==> src/logic/async_tx_pkg.sv <==
// Shared constants and types of the asynchronous serial transmitter.
package async_tx_pkg;
   // ==========================================================
   // Register byte addresses
   localparam logic [7:0] ADDR_BAUD_CONTROL = 8'h00;
   localparam logic [7:0] ADDR_RX_STATUS_CONTROL = 8'h04;
   localparam logic [7:0] ADDR_BAUD_DIVISOR_LOW = 8'h08;
   localparam logic [7:0] ADDR_BAUD_DIVISOR_HIGH = 8'h0C;
   localparam logic [7:0] ADDR_TX_HOLDING_DATA = 8'h10;
   localparam logic [7:0] ADDR_TX_STATUS_CONTROL = 8'h14;
   localparam logic [7:0] ADDR_IRQ_CONTROL = 8'h18;
   // ==========================================================
   // Field positions
   localparam int TSC_SYNC_POS = 4;
   localparam int TSC_ENABLE_POS = 5;
   localparam int TSC_NINE_POS = 6;
   localparam int TSC_EMPTY_POS = 1;
   localparam int TSC_NINTH_POS = 0;
   localparam int TSC_SPEED_POS = 2;
   localparam int RSC_PORT_POS = 7;
   localparam int BAUD_INV_POS = 4;
   localparam int BAUD_WIDE_POS = 3;
   localparam int IRQ_GLOBAL_POS = 7;
   localparam int IRQ_PERIPH_POS = 6;
   localparam int IRQ_FLAG_POS = 1;
   localparam int IRQ_READY_IE_POS = 0;
   // ==========================================================
   // Writable masks and reset values
   localparam logic [7:0] TSC_WR_MASK = 8'hFD;
   localparam logic [7:0] RSC_WR_MASK = 8'hF8;
   localparam logic [7:0] BAUD_WR_MASK = 8'h1B;
   localparam logic [7:0] IRQ_WR_MASK = 8'hC1;
   localparam logic [7:0] TSC_RESET = 8'h00;
   localparam logic [7:0] RSC_RESET = 8'h00;
   localparam logic [7:0] BAUD_RESET = 8'h00;
   localparam logic [7:0] IRQ_RESET = 8'h00;
   localparam logic [7:0] DIVISOR_RESET = 8'h00;
   // ==========================================================
   // Character framing
   localparam logic [3:0] LAST_BIT_EIGHT = 4'h7;
   localparam logic [3:0] LAST_BIT_NINE = 4'h8;
   // ==========================================================
   // Types
   typedef struct packed {
      logic port_enable;
      logic sync_mode;
      logic tx_enable_bit;
      logic nine_bit_tx_select;
      logic tx_invert;
      logic tx_ninth_bit;
   } tx_ctrl_t;
   typedef enum logic [2:0] {
      ST_IDLE = 3'b000,
      ST_ALIGN = 3'b001,
      ST_START = 3'b010,
      ST_DATA = 3'b011,
      ST_STOP = 3'b100
   } tx_state_t;
endpackage

==> src/logic/async_serial_transmitter.sv <==
// Asynchronous serial transmitter with APB register access.
//
// What this block does
// Runs only with enable, async, port enabled.
// Port enable makes transmit pin driven.
// Transmit enable sets the ready flag.
// Idle shifter takes written character at once.
// Busy shifter: transfer right after stop bit.
// Start, data, stop follow a load; after an idle load the start bit waits for the next tick.
// Invert bit flips idle and data levels.
// Inversion applies in asynchronous mode only.
// Ready flag clear only while character waits or transmitter is off.
// Ready flag valid third cycle after write.
// Ready flag is read-only.
// Interrupt needs enable; flag ignores enable.
// Software enables interrupt only while data remains; the bench also enables it with nothing queued.
// Shifter empty clears on load until sent.
// Shifter empty is polled, no interrupt.
// Nine-bit select sends nine data bits.
// Ninth bit written first, moved with character.
// Software sets ninth bit to mark addresses.
// Software follows the documented setup order.
// Enabling interrupt with flag set fires at once.
// Least significant bit goes first.
// Space start, mark stop, mark idle.
// Each bit lasts one bit period.
// Bit-rate tick input; port disable empties all.
//
// Chosen here: the APB interface to the registers and the register addresses.
`timescale 1ns/1ps
module async_serial_transmitter (
   // Clock and reset
   input wire logic sys_clk_in,
   input wire logic nrst_in,
   // APB slave
   input wire logic psel_in,
   input wire logic penable_in,
   input wire logic pwrite_in,
   input wire logic [7:0] paddr_in,
   input wire logic [31:0] pwdata_in,
   output logic [31:0] prdata_out,
   output logic pready_out,
   output logic pslverr_out,
   // Bit-rate generator side
   input wire logic baud_tick_in,
   output logic [15:0] baud_divisor_out,
   output logic baud_high_speed_out,
   output logic baud_wide_select_out,
   // Transmit pin and interrupt request
   output logic transmit_pin_out,
   output logic transmit_pin_oe_n_out,
   output logic tx_irq_out
);
   // ==========================================================
   // Reset release
   logic rst_meta_n;
   logic rst_n;
   always_ff @(posedge sys_clk_in or negedge nrst_in) begin
      if (!nrst_in) begin
         rst_meta_n <= 1'b0;
         rst_n <= 1'b0;
      end else begin
         rst_meta_n <= 1'b1;
         rst_n <= rst_meta_n;
      end
   end

   // ==========================================================
   // Functions
   function automatic logic [7:0] merge(input logic [7:0] old_v, input logic [7:0] new_v,
                                        input logic [7:0] mask);
      merge = (old_v & ~mask) | (new_v & mask);
   endfunction

   function automatic logic line_level(input logic mark_level, input async_tx_pkg::tx_ctrl_t c);
      line_level = mark_level ^ (c.tx_invert & ~c.sync_mode);
   endfunction

   // ==========================================================
   // Registers
   logic [7:0] tx_status_control;
   logic [7:0] rx_status_control;
   logic [7:0] baud_control;
   logic [7:0] baud_divisor_low;
   logic [7:0] baud_divisor_high;
   logic [7:0] irq_control;
   async_tx_pkg::tx_ctrl_t ctrl;
   logic run;
   logic setup_ph;
   logic access_ph;
   logic wr_en;
   logic addr_ok;
   logic hold_wr;
   logic shifter_empty;
   logic tx_ready_flag;

   assign ctrl.port_enable = rx_status_control[async_tx_pkg::RSC_PORT_POS];
   assign ctrl.sync_mode = tx_status_control[async_tx_pkg::TSC_SYNC_POS];
   assign ctrl.tx_enable_bit = tx_status_control[async_tx_pkg::TSC_ENABLE_POS];
   assign ctrl.nine_bit_tx_select = tx_status_control[async_tx_pkg::TSC_NINE_POS];
   assign ctrl.tx_invert = baud_control[async_tx_pkg::BAUD_INV_POS];
   assign ctrl.tx_ninth_bit = tx_status_control[async_tx_pkg::TSC_NINTH_POS];
   assign run = ctrl.tx_enable_bit & ~ctrl.sync_mode & ctrl.port_enable;

   assign setup_ph = psel_in & ~penable_in;
   assign access_ph = psel_in & penable_in;
   assign addr_ok = (paddr_in <= async_tx_pkg::ADDR_IRQ_CONTROL) && (paddr_in[1:0] == 2'h0);
   assign wr_en = access_ph & pwrite_in & addr_ok;
   assign hold_wr = wr_en && (paddr_in == async_tx_pkg::ADDR_TX_HOLDING_DATA) && run;
   assign pready_out = 1'b1;
   assign pslverr_out = access_ph & ~addr_ok;

   always_ff @(posedge sys_clk_in or negedge rst_n) begin
      if (!rst_n) begin
         tx_status_control <= async_tx_pkg::TSC_RESET;
         rx_status_control <= async_tx_pkg::RSC_RESET;
         baud_control <= async_tx_pkg::BAUD_RESET;
         baud_divisor_low <= async_tx_pkg::DIVISOR_RESET;
         baud_divisor_high <= async_tx_pkg::DIVISOR_RESET;
         irq_control <= async_tx_pkg::IRQ_RESET;
      end else if (wr_en) begin
         unique case (paddr_in)
            async_tx_pkg::ADDR_TX_STATUS_CONTROL: begin
               // Ready and empty bits are live status and never stored.
               tx_status_control <= merge(tx_status_control, pwdata_in[7:0], async_tx_pkg::TSC_WR_MASK);
            end
            async_tx_pkg::ADDR_RX_STATUS_CONTROL: begin
               rx_status_control <= merge(rx_status_control, pwdata_in[7:0], async_tx_pkg::RSC_WR_MASK);
            end
            async_tx_pkg::ADDR_BAUD_CONTROL: begin
               baud_control <= merge(baud_control, pwdata_in[7:0], async_tx_pkg::BAUD_WR_MASK);
            end
            async_tx_pkg::ADDR_BAUD_DIVISOR_LOW: begin
               baud_divisor_low <= pwdata_in[7:0];
            end
            async_tx_pkg::ADDR_BAUD_DIVISOR_HIGH: begin
               baud_divisor_high <= pwdata_in[7:0];
            end
            async_tx_pkg::ADDR_IRQ_CONTROL: begin
               irq_control <= merge(irq_control, pwdata_in[7:0], async_tx_pkg::IRQ_WR_MASK);
            end
            default: begin
            end
         endcase
      end
   end

   // Read data is captured in the setup cycle so the access phase needs no wait state.
   always_ff @(posedge sys_clk_in or negedge rst_n) begin
      if (!rst_n) begin
         prdata_out <= 32'h0000_0000;
      end else if (setup_ph) begin
         prdata_out <= 32'h0000_0000;
         unique case (paddr_in)
            async_tx_pkg::ADDR_TX_STATUS_CONTROL: begin
               prdata_out[7:0] <= tx_status_control | (8'h01 << async_tx_pkg::TSC_EMPTY_POS) &
                                  {8{shifter_empty}};
            end
            async_tx_pkg::ADDR_RX_STATUS_CONTROL: begin
               prdata_out[7:0] <= rx_status_control;
            end
            async_tx_pkg::ADDR_BAUD_CONTROL: begin
               prdata_out[7:0] <= baud_control;
            end
            async_tx_pkg::ADDR_BAUD_DIVISOR_LOW: begin
               prdata_out[7:0] <= baud_divisor_low;
            end
            async_tx_pkg::ADDR_BAUD_DIVISOR_HIGH: begin
               prdata_out[7:0] <= baud_divisor_high;
            end
            async_tx_pkg::ADDR_IRQ_CONTROL: begin
               prdata_out[7:0] <= irq_control | (8'h01 << async_tx_pkg::IRQ_FLAG_POS) &
                                  {8{tx_ready_flag}};
            end
            default: begin
            end
         endcase
      end
   end

   assign baud_divisor_out = {baud_divisor_high, baud_divisor_low};
   assign baud_high_speed_out = tx_status_control[async_tx_pkg::TSC_SPEED_POS];
   assign baud_wide_select_out = baud_control[async_tx_pkg::BAUD_WIDE_POS];

   // ==========================================================
   // Holding register
   logic [8:0] holding_data;
   logic holding_full;
   logic load;
   async_tx_pkg::tx_state_t state;

   // The shifter takes a character when idle, or at the tick that ends the stop bit.
   assign load = holding_full && ((state == async_tx_pkg::ST_IDLE) ||
                                  (state == async_tx_pkg::ST_STOP && baud_tick_in));

   always_ff @(posedge sys_clk_in or negedge rst_n) begin
      if (!rst_n) begin
         holding_full <= 1'b0;
         holding_data <= 9'h000;
      end else if (!run) begin
         holding_full <= 1'b0;
      end else if (hold_wr) begin
         // The ninth bit is taken from the control register at this write.
         holding_full <= 1'b1;
         holding_data <= {ctrl.tx_ninth_bit, pwdata_in[7:0]};
      end else if (load) begin
         holding_full <= 1'b0;
      end
   end

   // ==========================================================
   // Shifter
   logic [8:0] shift_data;
   logic [3:0] bit_cnt;
   logic [3:0] last_bit;
   assign last_bit = ctrl.nine_bit_tx_select ? async_tx_pkg::LAST_BIT_NINE :
                     async_tx_pkg::LAST_BIT_EIGHT;

   always_ff @(posedge sys_clk_in or negedge rst_n) begin
      if (!rst_n) begin
         state <= async_tx_pkg::ST_IDLE;
         shift_data <= 9'h000;
         bit_cnt <= 4'h0;
      end else if (!run) begin
         state <= async_tx_pkg::ST_IDLE;
      end else begin
         unique case (state)
            async_tx_pkg::ST_IDLE: begin
               if (load) begin
                  // Waiting for a tick keeps the start bit a full period long.
                  state <= async_tx_pkg::ST_ALIGN;
                  shift_data <= holding_data;
               end
            end
            async_tx_pkg::ST_ALIGN: begin
               if (baud_tick_in) begin
                  state <= async_tx_pkg::ST_START;
               end
            end
            async_tx_pkg::ST_START: begin
               if (baud_tick_in) begin
                  state <= async_tx_pkg::ST_DATA;
                  bit_cnt <= 4'h0;
               end
            end
            async_tx_pkg::ST_DATA: begin
               if (baud_tick_in) begin
                  shift_data <= {1'b0, shift_data[8:1]};
                  bit_cnt <= bit_cnt + 4'h1;
                  if (bit_cnt == last_bit) begin
                     state <= async_tx_pkg::ST_STOP;
                  end
               end
            end
            async_tx_pkg::ST_STOP: begin
               if (load) begin
                  // Back to back: the next start bit follows the stop bit with no gap.
                  state <= async_tx_pkg::ST_START;
                  shift_data <= holding_data;
               end else if (baud_tick_in) begin
                  state <= async_tx_pkg::ST_IDLE;
               end
            end
            default: begin
               state <= async_tx_pkg::ST_IDLE;
            end
         endcase
      end
   end

   assign shifter_empty = (state == async_tx_pkg::ST_IDLE);

   // ==========================================================
   // Transmit pin
   logic mark_level;
   always_comb begin
      unique case (state)
         async_tx_pkg::ST_START: mark_level = 1'b0;
         async_tx_pkg::ST_DATA: mark_level = shift_data[0];
         default: mark_level = 1'b1;
      endcase
   end

   always_ff @(posedge sys_clk_in or negedge rst_n) begin
      if (!rst_n) begin
         transmit_pin_out <= 1'b1;
      end else begin
         transmit_pin_out <= line_level(mark_level, ctrl);
      end
   end

   assign transmit_pin_oe_n_out = ~ctrl.port_enable;

   // ==========================================================
   // Ready flag
   // The flag runs two stages behind the holding state, as software expects.
   logic ready_stage;
   always_ff @(posedge sys_clk_in or negedge rst_n) begin
      if (!rst_n) begin
         ready_stage <= 1'b0;
         tx_ready_flag <= 1'b0;
      end else begin
         ready_stage <= run & ~holding_full;
         tx_ready_flag <= ready_stage;
      end
   end

   // The request is combinational so setting the enable fires it at once.
   assign tx_irq_out = tx_ready_flag & irq_control[async_tx_pkg::IRQ_READY_IE_POS] &
                       irq_control[async_tx_pkg::IRQ_PERIPH_POS] &
                       irq_control[async_tx_pkg::IRQ_GLOBAL_POS];
endmodule

==> config.mk <==
export PLATFORM = sky130hd
export DESIGN_NAME = async_serial_transmitter
export DESIGN_NICKNAME = d
export VERILOG_FILES = /design/src/logic/async_tx_pkg.sv /design/src/logic/async_serial_transmitter.sv
export SDC_FILE = /design/constraint.sdc
export NUM_CORES = 1
export LEC_CHECK = 0
export ABC_AREA = 1
export BUFFER_PORTS_ARGS = -buffer_cell sky130_fd_sc_hd__buf_2
export CORE_MARGIN = 3
export CORE_UTILIZATION = 32
export CTS_CLUSTER_SIZE = 25
export DETAILED_ROUTE_END_ITERATION = 7
export SETUP_SLACK_MARGIN = 0.05
export SLEW_MARGIN = 20
export SYNTH_ARGS = -nofsm -noshare
export SYNTH_HDL_FRONTEND = slang
export SYNTH_SLANG_ARGS = --single-unit
export TNS_END_PERCENT = 100
==> constraint.sdc <==
create_clock -name sys_clk_in -period 4.3 [get_ports sys_clk_in]
set_input_delay 0 -clock sys_clk_in [delete_from_list [all_inputs] [get_ports sys_clk_in]]
set_output_delay 0 -clock sys_clk_in [all_outputs]
set_load 0.02 [all_outputs]
# Yosys cells after proc, flatten, opt, wreduce, memory -nomap -nowiden
# Cells that the tools add are included.
[totals] latch_bits=0 input_bits=46 rom_bits=0 mem_count=0 register_bits=87 word_cells=107 mem_bits_rw=0 output_inout_bits=55
[op_classes] div_mod_pow=0 n_mul=0 n_mux=21 n_reduce_logical=22 n_addsub=1 shifts=0 bitwise_logic=24 n_eq_ne=21 magnitude_cmp=1
[op_table] cell="one-hot mux 8 bit (6 select lines)" count=1
[op_table] cell="equality test 8 x 5 -> 1 bit, second input constant" count=3
[op_table] cell="two-way mux 3 bit" count=8
[op_table] cell="two-way mux 9 bit" count=2
[op_table] cell="one-hot mux 9 bit (2 select lines)" count=1
[op_table] cell="equality test 8 x 4 -> 1 bit, second input constant" count=2
[op_table] cell="bitwise OR 8 x 2 -> 8 bit" count=2
[op_table] cell="one-hot mux 3 bit (5 select lines)" count=1
[op_table] cell="AND reduction 2 bit" count=7
[op_table] cell="bitwise AND 1 bit" count=12
[op_table] cell="two-way mux 4 bit" count=3
[op_table] cell="!= test 3 bit, second input constant" count=4
[op_table] cell="equality test 8 x 3 -> 1 bit, second input constant" count=1
[op_table] cell="<= comparator 8 x 5 -> 1 bit, second input constant" count=1
[op_table] cell="logical NOT 8 bit" count=1
[op_table] cell="bitwise OR 2 x 8 -> 8 bit" count=1
[op_table] cell="bitwise OR 3 x 8 -> 8 bit" count=1
[op_table] cell="bitwise OR 6 x 8 -> 8 bit" count=1
[op_table] cell="bitwise OR 8 x 5 -> 8 bit" count=1
[op_table] cell="one-hot mux 4 bit (2 select lines)" count=1
[op_table] cell="AND reduction 4 bit" count=2
[op_table] cell="equality test 3 x 2 -> 1 bit, second input constant" count=2
[op_table] cell="AND reduction 6 bit" count=1
[op_table] cell="logical AND 1 bit" count=5
[op_table] cell="18 further kinds" count=26

# Longest topological paths before layout
# Gate-level depths: netlist of run 1.
[depth] ltp_word=7 ltp_mapped=10 depth_no_buf=9

# Least setup slack after synthesis of run 1
# No wires, ideal clock.
[synth_path] kind="register to register" startpoint="register tx_status_control[4]" endpoint="register holding_data[0]" path_slack_ps=2836 t_required_ps=4182 setup_time_ps=118 t_arrival_ps=1345 n_path_buf=0 period_less_slack_ps=1464 path_stages_with_launch=7 path_cell_list="dfrtp_1 inv_1 nand3_1 nor3_4 nand4_4 nand2_1 nand2_1"
[synth_via] elab_chain_cells=5
[synth_rtl] item="from (decl)" line_no="async_serial_transmitter.sv:81" text="logic [7:0] tx_status_control;"
[synth_rtl] item="from (signal assigned)" line_no="async_serial_transmitter.sv:115" text="tx_status_control <= async_tx_pkg::TSC_RESET;"
[synth_rtl] item="from (signal assigned)" line_no="async_serial_transmitter.sv:125" text="tx_status_control <= merge(tx_status_control, pwdata_in[7:0], async_tx_pkg::TSC_WR_MASK);"
[synth_rtl] item="NOT 1 bit *" line_no="async_serial_transmitter.sv:103" text="assign run = ctrl.tx_enable_bit & ~ctrl.sync_mode & ctrl.port_enable;"
[synth_rtl] item="bitwise AND 1 bit * (2 in series)" line_no="async_serial_transmitter.sv:103"
[synth_rtl] item="logical AND 1 bit" line_no="async_serial_transmitter.sv:109" text="assign hold_wr = wr_en && (paddr_in == async_tx_pkg::ADDR_TX_HOLDING_DATA) && run;"
[synth_rtl] item="AND reduction 2 bit (no source line) *"
[synth_rtl] item="to (signal assigned)" line_no="async_serial_transmitter.sv:205" text="holding_data <= {ctrl.tx_ninth_bit, pwdata_in[7:0]};"
[synth_rtl] item="to (decl)" line_no="async_serial_transmitter.sv:187" text="logic [8:0] holding_data;"
# Every way passes the cells marked *; elsewhere a longest branch is shown, timed or not.
# A chain may end at the register's enable or synchronous reset.

# Worst setup path after layout of run 1
[layout_path] startpoint="register rx_status_control[7]" endpoint="register holding_data[4]"
[layout_via] elab_chain_cells=3
[layout_rtl] item="from (decl)" line_no="async_serial_transmitter.sv:82" text="logic [7:0] rx_status_control;"
[layout_rtl] item="from (signal assigned)" line_no="async_serial_transmitter.sv:116" text="rx_status_control <= async_tx_pkg::RSC_RESET;"
[layout_rtl] item="from (signal assigned)" line_no="async_serial_transmitter.sv:128" text="rx_status_control <= merge(rx_status_control, pwdata_in[7:0], async_tx_pkg::RSC_WR_MASK);"
[layout_rtl] item="bitwise AND 1 bit *" line_no="async_serial_transmitter.sv:103"
[layout_rtl] item="logical AND 1 bit" line_no="async_serial_transmitter.sv:109"
[layout_rtl] item="AND reduction 2 bit (no source line) *"
# Marked as above.

==> results of run 1 <==
-- synth_stat cells --
| library cell | number | area (sq um) |
|---|---|---|
| a21oi_1 | 4 | 20.0 |
| a21oi_4 | 1 | 16.3 |
| buf_2 | 4 | 20.0 |
| buf_4 | 27 | 203 |
| buf_6 | 3 | 33.8 |
| clkbuf_1 | 3 | 11.3 |
| conb_1 | 2 | 7.51 |
| dfrtp_1 | 73 | 1830 |
| dfstp_2 | 1 | 26.3 |
| ha_1 | 1 | 12.5 |
| inv_1 | 35 | 131 |
| inv_2 | 3 | 11.3 |
| nand2_1 | 154 | 578 |
| nand2_2 | 2 | 12.5 |
| nand2_4 | 2 | 22.5 |
| nand2_8 | 1 | 20.0 |
| nand3_1 | 42 | 210 |
| nand3_2 | 1 | 10.0 |
| nand3b_1 | 1 | 7.51 |
| nand4_1 | 18 | 113 |
| nand4_2 | 4 | 50.1 |
| nand4_4 | 3 | 63.8 |
| nor2_1 | 18 | 67.6 |
| nor2_2 | 7 | 43.8 |
| nor2_4 | 2 | 22.5 |
| nor3_1 | 4 | 20.0 |
| nor3_4 | 2 | 32.5 |
| o21a_1 | 1 | 7.51 |
| o21ai_0 | 12 | 60.1 |
| o21ai_1 | 35 | 175 |
| o21bai_1 | 5 | 37.5 |
| o31ai_1 | 2 | 15.0 |
| xnor2_1 | 1 | 8.76 |
| xor2_1 | 2 | 17.5 |
-- power by group through the flow --
stage                     combinational [uW]  clock, uW  sequential, uW
after floorplan                         68.2          0             720
after global placement                  79.9          0             717
after global routing                    98.8        805             705
after CTS                               88.4        775             705
after detailed placement                80.6          0             717
final                                   89.0        757             704
-- worst min-delay path by stage --
stage	start	to	slack (ps)
3_3_place_gp	nrst_in	rst_meta_n	-210
6_report	penable_in	prdata_out[2]	110
4_1_cts	penable_in	prdata_out[2]	80
5_1_grt	penable_in	prdata_out[2]	100
3_5_place_dp	nrst_in	rst_meta_n	-210
2_1_floorplan	nrst_in	rst_meta_n	-300
-- flip-flops by register name, summed over array words and instances, names as in the netlist --
signal and cells:
holding_data 9, shift_data 9, baud_divisor_high 8, baud_divisor_low 8
prdata_out 8, tx_status_control 7, rx_status_control 5, baud_control 4
bit_cnt 4, irq_control 3, state 3, holding_full 1
ready_stage 1, rst_meta_n 1, rst_n 1, transmit_pin_out 1
tx_ready_flag 1
-- routing by layer --
metal | GRT usage | vias up | part of all wire
li1 | - | 1636 | -
met1 | 0.227 | 1575 | 0.47
met2 | 0.217 | 145 | 0.42
met3 | 0.0409 | 14 | 0.080
met4 | 0.0619 | 0 | 0.021
met5 | 0 | - | 0
-- cell families after synthesis --
logic type / Yosys count
buffers and inverters: 75
other: 2
AO/OA/AOI/OAI: 60
AND/OR/NAND/NOR: 261
flip-flops: 74
adder cells (fa/ha/maj): 1
XOR/XNOR: 3
-- layout make-up --
| type | count | area share |
|---|---|---|
| flip-flops and latches | 74 | 0.404 |
| multi-input cells | 351 | 0.379 |
| repair buffers | 63 | 0.0812 |
| clock buffers | 10 | 0.0520 |
| well taps | 143 | 0.0389 |
| inverters | 38 | 0.0310 |
| clock inverters | 6 | 0.0142 |
-- repair_timing --
action                                  4_1_cts  5_1_grt
setup buffers                                 0        0
hold buffers                                 11        0
endpoints found under the setup margin        0        0
hold endpoints to repair                     25        0
-- worst register-to-register path, cell delays in order (launching register included) --
cell	delay, ps
dfrtp_1	450
nand3_1	300
nor3_4	550
nand4_4	300
nand2_1	150
nand2_1	60
-- stage by stage --
stage               utilization  instances
finish                    0.394        685
global route              0.394        685
CTS                       0.394        685
detailed placement        0.358        658
global placement          0.358        658
floorplan                     -        500
==> qor.txt, run 1 <==
Gate Count Post-Synth -> 476
Setup Viol. Count Final -> 0
Pre-CTS setup slack -> 2260 ps
GRT overflow -> 0
Worst R2R Setup Slack -> 2390 ps
Initial antenna violation count -> 0
Final RePlAce weighted congestion -> 0.884
Fin crit share -> 0.445
Cell Rows -> 39
Critical Setup Path Class -> reg -> reg
PostCTS Resize Cnt -> 0
CP required -> 4520 ps
CP max stage cell -> nor3_4
Crit path capture type -> flop
Compound-Gate Fraction of Synth Area -> 0.0847
Clock sinks -> 74
Clk slew on worst S/H paths -> 60 ps
Most frequent cell on the critical path -> nand2_1
Die ar. -> 13600 sq um
DRC viols -> 0
Post-synthesis mux area share -> 0
Slew headroom -> 0.399
FMAX -> 0.522 GHz
Leading cell type in the layout, fill and taps excluded -> nand2_1
Sequential Power Share -> 0.454
Largest family of logic cells by synthesized area -> simple AND/OR/NAND/NOR gates
Post-synthesis xor/xnor area fraction -> 0.00671
First-pass GRT wire length -> 16400 um
Worst reg-to-reg path cell count -> 5
Hold path depth -> 4
Synth cell types -> 34
Int Power -> 1180 uW
# fillers -> 1155
I/O Pins -> 101
Setup WS post-layout -> 2390 ps
Syn-to-layout area delta -> 17.4%
Most frequent cells in the layout -> 154 x nand2_1, 72 x dfrtp_1, 51 x buf_2
Outcome -> finished clean
Worst VDD drop -> 0.224 mV
Final WL -> 9790 um
Share of cells above drive strength 1 -> 0.181
FF-to-FF End -> holding_data[4]
Num CTS Buffers -> 9
Max-Cap Viols -> 0
Final hold violation count -> 0
Crit path time final -> 1910 ps
CP Launch Type -> flop
Routed Antenna Nets -> 0
Die width -> 117 um
Clock share of power -> 0.488
GRT Overall Usage -> 0.155
Switch Pwr -> 365 uW
Hold/Removal Path Class -> in -> reg
Mean area per synthesized cell -> 8.22 sq um
Skew-Pair Late Insertion Delay -> 330 ps
Final hold slack -> 113 ps
Synth Warn # -> 0
Register area -> 1850 sq um
Critical path cell sequence -> nand3_1, nor3_4, nand4_4, nand2_1, nand2_1
Post-synthesis sequential area ratio -> 0.473
Levels on crit path -> 5
Starting density of the core -> 0.336
Placed instance area -> 4180 sq um
H-tree levels -> 3
Detailed Place HPWL -> 7160 um
RSZ-0062 raised after global routing -> false
DR vias -> 3370
Post-route total power -> 1550 uW
Design area -> 4590 sq um
Critical path origin -> rx_status_control[7]
Largest delay share family, worst path -> simple AND/OR/NAND/NOR gates
Clock root buffer -> clkbuf_16
Arrival time at the worst endpoint -> 2140 ps
Vias per cell -> 4.92
Setup TNS -> 0 ps
Maximum buffer depth of the clock tree -> 2
Switch share -> 0.236
Antenna cell count -> 0
Synthesized flop and latch total -> 74
CTS tree -> yes
Vias in the first global route -> 3205
Die extent in y -> 117 um
Skew final -> 7.85 ps
Multi-input gate area -> 1740 sq um
Pin count of the biggest net entering global routing -> 40
Final Max Tran Viols -> 0
Crit path max fanout -> 10
CP Buf/Inv Count -> 0
DRT iter0 DRCs -> 219
Drt first pass iters -> 5
Logic pwr share -> 0.057
End of the critical path -> holding_data[4]
Reg2reg start -> rx_status_control[7]
Synth Area in Adders -> 0.00320
Post-Syn Area -> 3920 sq um
Post-Synth Simple-Gate Area -> 0.325
Pwr per Cell Area -> 337 nW/um^2
Lkg Pwr -> 0.00248 uW
CP max stage delay -> 540 ps
Final #Nets -> 584
IO buf count -> 51
Core Region -> 11700 sq um
Worst Max-Slew Pin Slew -> 898 ps
Avg WL per Cell -> 14.3 um
(Power assumes the default switching activity.)
==> run 2: changes to the inputs <==
Settings changed: ABC_AREA 1 to 0.
Clock period 4.3 ns to 1.6 ns, I/O delays scaled along.
==> qor.txt, run 2 <==
Gate Count Post-Synth -> 311 (-35%)
Antenna cell count -> 0 (unchanged)
Most used DFF post-synth -> dfrtp_1
Core Region -> 11000 sq um (-5.8%)
Skew-Pair Late Insertion Delay -> 330 ps (about the same)
Largest area contributor in the netlist -> dfrtp_1
Top cells by area, synth -> dfrtp_1 50%, mux2_2 14%, mux2i_1 5.5%
Worst reg-to-reg path cell count -> 5 (unchanged)
Clock share of power -> 0.500 (+0.012)
DRT iter0 DRCs -> 128 (-42%)
Critical path cell sequence -> or4bb_4, a31oi_4, buf_12, nor2_1, a21oi_1
First-pass GRT wire length -> 13800 um (-16%)
Switch Pwr -> 1020 uW (+180%)
Post-synthesis mux area share -> 0.191 (+0.191)
Vias per cell -> 4.80 (-2.3%)
Leading cell type in the layout, fill and taps excluded -> dfrtp_1
Most frequent cells in the layout -> 72 x dfrtp_1, 51 x buf_2, 44 x mux2_2
Mean area per synthesized cell -> 11.7 sq um (+42%)
Maximum buffer depth of the clock tree -> 2 (unchanged)
I/O Pins -> 101 (unchanged)
H-tree levels -> 3 (unchanged)
Final Max Tran Viols -> 0 (unchanged)
Synth top area share -> 0.502 (+0.0349)
Final RePlAce weighted congestion -> 0.811 (-8.3%)
Reg2reg start -> state[0]
Setup Viol. Count Final -> 7 (+7)
Avg WL per Cell -> 15.3 um (+6.8%)
CP Launch Type -> flop
Post-synthesis sequential area ratio -> 0.509 (+0.0354)
Largest family of logic cells by synthesized area -> multiplexers
Drt first pass iters -> 4 (-1)
Switch share -> 0.234 (-0.00189)
Outcome -> finished with violations
Worst VDD drop -> 0.625 mV (+180%)
Syn-to-layout area delta -> 25.2%
Lkg Pwr -> 0.00229 uW (-7.7%)
Clock sinks -> 74 (unchanged)
Logic pwr share -> 0.063 (+0.006)
Initial antenna violation count -> 0 (unchanged)
Post-Synth Simple-Gate Area -> 0.130 (-0.195)
RSZ-0062 raised after global routing -> true
Final hold violation count -> 0 (unchanged)
Arrival time at the worst endpoint -> 1860 ps (-280 ps)
Routed Antenna Nets -> 0 (unchanged)
Num CTS Buffers -> 9 (unchanged)
Die extent in y -> 113 um (-3.4%)
Die width -> 113 um (-3.4%)
Hold endpoint -> baud_divisor_high[3]
CP max stage cell -> or4bb_4
Most frequent cell after synthesis -> dfrtp_1
Synthesized flop and latch total -> 74 (unchanged)
Pre-CTS setup slack -> -34.0 ps (-2300 ps)
FMAX -> 0.620 GHz (+19%)
Detailed Place HPWL -> 6170 um (-14%)
Hold Crit Start -> pwdata_in[3]
Ys async rst share -> 1.00 (unchanged)
Fin crit share -> 1.01 (+0.564)
Post-Syn Area -> 3640 sq um (-7.0%)
Starting density of the core -> 0.332 (-0.00407)
Vias in the first global route -> 2668 (-17%)
Post-synth top cells -> 73 x dfrtp_1, 44 x mux2_2, 25 x buf_4
Crit path time final -> 1610 ps (-300 ps)
Crit path capture type -> flop
Largest regs -> holding_data (9), shift_data (9)
Critical Setup Path Class -> reg -> reg
Clock root buffer -> clkbuf_16
Placed cell count -> 514 (-22%)
GRT overflow -> 0 (unchanged)
Pin count of the biggest net entering global routing -> 23 (-43%)
Final WL -> 8180 um (-16%)
Max-Cap Viols -> 0 (unchanged)
Compound-Gate Fraction of Synth Area -> 0.0862 (+0.00153)
Skew final -> 7.06 ps (-0.785 ps)
CP max stage delay -> 580 ps (+40 ps)
Die ar. -> 12700 sq um (-6.6%)
Crit path max fanout -> 18 (+8)
IO buf count -> 51 (unchanged)
Final #Nets -> 438 (-25%)
FF-to-FF End -> shift_data[5]
Post-synthesis xor/xnor area fraction -> 0.00240 (-0.00431)
Final core occ -> 0.415 (+0.0213)
Hold/Removal Path Class -> in -> reg
Violated checks -> setup timing
DR vias -> 2575 (-24%)
CTS tree -> yes
Cell Rows -> 38 (-2.6%)
Pwr per Cell Area -> 959 nW/um^2 (+180%)
Synth Warn # -> 0 (unchanged)
Int Power -> 3350 uW (+180%)
EDFF count, synth -> 0 (unchanged)
Synth Area in Adders -> 0.00344 (+0.000239)
Sequential Power Share -> 0.437 (-0.017)
Hold path depth -> 2 (-2)
CP required -> 1850 ps (-2670 ps)
Critical path origin -> state[0]
GRT Overall Usage -> 0.138 (-0.0172)
Synth cell types -> 55 (+62%)
Share of cells above drive strength 1 -> 0.394 (+0.213)
Worst R2R Setup Slack -> -10 ps (-2400 ps)
DRC viols -> 0 (unchanged)
Clk slew on worst S/H paths -> 60 ps (about the same)
Setup TNS -> -57.4 ps (-57.4 ps)
Setup WS post-layout -> -14.0 ps (-2400 ps)
Non-filler cells, final -> 536 (-22%)
[run 2: cell type report]
class	instances	area [sq um]
fill	1054	6420
sequential	74	1850
multi-input combinational	216	1630
timing repair buffer	84	553
clock buffer	9	225
tap	140	175
clock inverter	7	103
inverter	6	22.5
[run 2: worst max-delay path: cells and delay by family, from the launching register on]
kind | cells | cell delay, ps
flip-flops | 1 | 410
AND/OR/NAND/NOR | 2 | 620
AO/OA/AOI/OAI | 2 | 330
buffers and inverters | 1 | 170
[run 2: layer usage]
metal,vias up,track usage,part of all wire
met5,-,0,0
met4,0,0.0545,0.018
met3,10,0.0291,0.054
met2,88,0.212,0.46
met1,1260,0.190,0.47
li1,1217,-,-
[run 2: how the worst max path moves through the flow]
stage / to / slack, ps
global placement: baud_divisor_high[4] / -40
finish: shift_data[5] / -10
floorplan: shift_data[7] / -90
global route: shift_data[4] / -90
detailed placement: baud_divisor_high[5] / -30
CTS: shift_data[1] / -20
[run 2: repair_timing]
action	4_1_cts	5_1_grt
setup buffers	1	0
hold buffers	5	0
resized for setup	0	2
hold endpoints to repair	13	0
pin swaps	1	0
endpoints found under the setup margin	11	13
[run 2: logic make-up (layout without fill, tap and decap cells)]
family	count (synthesis)	count (layout)
AND/OR/NAND/NOR	77	77
adder cells (fa/ha/maj)	1	1
flip-flops	74	74
XOR/XNOR	1	1
multiplexers	64	64
other	2	26
buffers and inverters	45	106
AO/OA/AOI/OAI	47	47
[run 2: per-stage QoR]
stage,hold WS (ps),total power (uW),instance area (sq um)
after global placement,-214,2210,4160
after floorplan,-296,2150,3760
final,1.25,4380,4560
after detailed placement,-215,2210,4160
after CTS,0.665,4420,4550
after global routing,10.4,4540,4560
[run 2: power groups by stage]
stage / sequential [uW] / clock [uW] / combinational, uW
after floorplan: 1970 / 0 / 180
after global placement: 1950 / 0 / 259
after detailed placement: 1950 / 0 / 264
after CTS: 1910 / 2230 / 274
after global routing: 1920 / 2320 / 300
final: 1910 / 2190 / 273
==> run 3: changes to the inputs <==
Settings changed: ABC_AREA 0 to 1.
==> qor.txt, run 3 (same netlist as run 1, synthesis figures left out) <==
Most frequent cells in the layout -> 152 x nand2_1, 72 x dfrtp_1, 51 x buf_2
Drt first pass iters -> 4 (unchanged)
CTS tree -> yes
Final Max Tran Viols -> 0 (unchanged)
Pwr per Cell Area -> 843 nW/um^2 (-12%)
Most frequent cell on the critical path -> nand2_1
Outcome -> finished clean
DRC viols -> 0 (unchanged)
Post-route total power -> 4020 uW (-8.0%)
CP required -> 1870 ps (+20 ps)
RSZ-0062 raised after global routing -> false
Skew-Pair Late Insertion Delay -> 330 ps (about the same)
Critical path cell sequence -> inv_2, nand2_2, inv_2, nand2_4, nor2_4, buf_4, nand3b_1, nand2_1, nand2_1, nand2_1
FMAX -> 0.688 GHz (+11%)
Routed Antenna Nets -> 0 (unchanged)
Fin crit share -> 0.908 (-0.100)
Die ar. -> 13600 sq um (+7.1%)
Crit path time final -> 1450 ps (-161 ps)
Crit path capture type -> flop
Syn-to-layout area delta -> 22.0%
Final #Nets -> 604 (+38%)
GRT Overall Usage -> 0.155 (+0.0175)
Maximum buffer depth of the clock tree -> 2 (unchanged)
Placed cell count -> 677 (+32%)
Die extent in y -> 117 um (+3.5%)
Leading cell type in the layout, fill and taps excluded -> nand2_1
Worst R2R Setup Slack -> 150 ps (+160 ps)
Setup Viol. Count Final -> 0 (-7)
First-pass GRT wire length -> 16300 um (+18%)
Register area -> 1850 sq um (unchanged)
Starting density of the core -> 0.336 (+0.00407)
Die width -> 117 um (+3.5%)
Switch share -> 0.244 (+0.0107)
DRT iter0 DRCs -> 229 (+79%)
Worst VDD drop -> 0.674 mV (+7.9%)
Clock share of power -> 0.465 (-0.035)
Vias per cell -> 4.86 (+1.1%)
Arrival time at the worst endpoint -> 1720 ps (-140 ps)
Clock sinks -> 74 (unchanged)
Final hold violation count -> 0 (unchanged)
CP max stage delay -> 420 ps (-160 ps)
I/O Pins -> 101 (unchanged)
Vias in the first global route -> 3246 (+22%)
Largest regs -> holding_data (9), shift_data (9)
H-tree levels -> 3 (unchanged)
Cell Rows -> 39 (+2.6%)
Hold/Removal Path Class -> in -> reg
Pin count of the biggest net entering global routing -> 31 (+35%)
Crit path max fanout -> 4 (-14)
DR vias -> 3424 (+33%)
Final WL -> 9930 um (+21%)
Num CTS Buffers -> 9 (unchanged)
Setup WS post-layout -> 147 ps (+161 ps)
Setup TNS -> 0 ps (+57.4 ps)
Critical Setup Path Class -> reg -> reg
Lkg Pwr -> 0.00260 uW (+13%)
Initial antenna violation count -> 0 (unchanged)
Final hold slack -> 170 ps (+169 ps)
Core Region -> 11700 sq um (+6.2%)
Avg WL per Cell -> 14.1 um (-7.7%)
IO buf count -> 51 (unchanged)
CP Launch Type -> flop
Multi-input gate area -> 1770 sq um (+8.7%)
Clk slew on worst S/H paths -> 60 ps (about the same)
Antenna cell count -> 0 (unchanged)
Pre-CTS setup slack -> 88.3 ps (+122 ps)
Max-Cap Viols -> 0 (unchanged)
Largest delay share family, worst path -> simple AND/OR/NAND/NOR gates
Detailed Place HPWL -> 7320 um (+19%)
# fillers -> 1192 (+13%)
GRT overflow -> 0 (unchanged)
Clock root buffer -> clkbuf_16
CP max stage cell -> dfrtp_1
Skew final -> 3.57 ps (-3.49 ps)
Non-filler cells, final -> 705 (+32%)
Sequential Power Share -> 0.469 (+0.032)
CP Buf/Inv Count -> 3 (+2)
Int Power -> 3040 uW (-9.3%)
Final RePlAce weighted congestion -> 0.846 (+4.3%)
Share of cells above drive strength 1 -> 0.219 (-0.175)
Logic pwr share -> 0.067 (+0.004)
Switch Pwr -> 983 uW (-3.8%)
run 3: cell types whose count changed in the layout (fill, tap and decap cells not counted), sizes merged, moves of 7 or more:
cell / before / now
nand2: 16 / 159
mux2: 44 / 0
nand3: 4 / 43
o21ai: 13 / 47
inv: 6 / 38
nand4: 1 / 25
mux2i: 20 / 0
nor2: 18 / 27
a21oi: 13 / 5
nand2b: 8 / 0
buf: 79 / 72
run 3: worst register-to-register path, stage by stage (launching register included):
cell	delay, ps
dfrtp_1	420
inv_2	110
nand2_2	70
inv_2	80
nand2_4	70
nor2_4	110
buf_4	130
nand3b_1	160
nand2_1	130
nand2_1	50
nand2_1	60
run 3: power by group through the flow:
stage	Sequential (uW)	Clock (uW)	Combinational, uW
after floorplan	1940	0	183
after global placement	1920	0	245
after detailed placement	1920	0	248
after CTS	1890	1930	268
after global routing	1890	2000	300
final	1890	1870	269
run 3: worst paths after layout:
path	from	to	cells past startpoint
setup / recovery	state[2]	state[1]	10
hold / removal	penable_in	prdata_out[2]	5
setup reg to reg	state[2]	state[1]	10
hold reg to reg	rst_n	baud_divisor_high[3]	0
max in group asynchronous	rst_n	transmit_pin_out	1
min in group asynchronous	rst_n	baud_divisor_high[3]	0
run 3: cell type report:
type,instances,area share
clock buffer,10,0.0501
clock inverter,6,0.00891
inverter,38,0.0299
multi-input combinational,351,0.371
sequential,74,0.388
tap,143,0.0375
timing repair buffer,83,0.115
run 3: stage by stage:
| step | util | cell area (sq um) |
|---|---|---|
| after floorplan | - | 4010 |
| after global placement | 0.373 | 4350 |
| after detailed placement | 0.373 | 4350 |
| after CTS | 0.406 | 4740 |
| after global routing | 0.409 | 4770 |
| final | 0.409 | 4770 |
run 3: per-layer routing:
metal | track usage | wire (um)
met5 | 0 | 0
met4 | 0.0390 | 182
met3 | 0.0503 | 853
met2 | 0.235 | 4350
met1 | 0.216 | 4540
run 3: repair_timing:
| item | 4_1_cts | 5_1_grt |
|---|---|---|
| hold buffers | 11 | 0 |
| setup buffers | 0 | 1 |
| hold endpoints to repair | 23 | 0 |
| setup endpoints to repair | 0 | 22 |
| resized for setup | 0 | 8 |
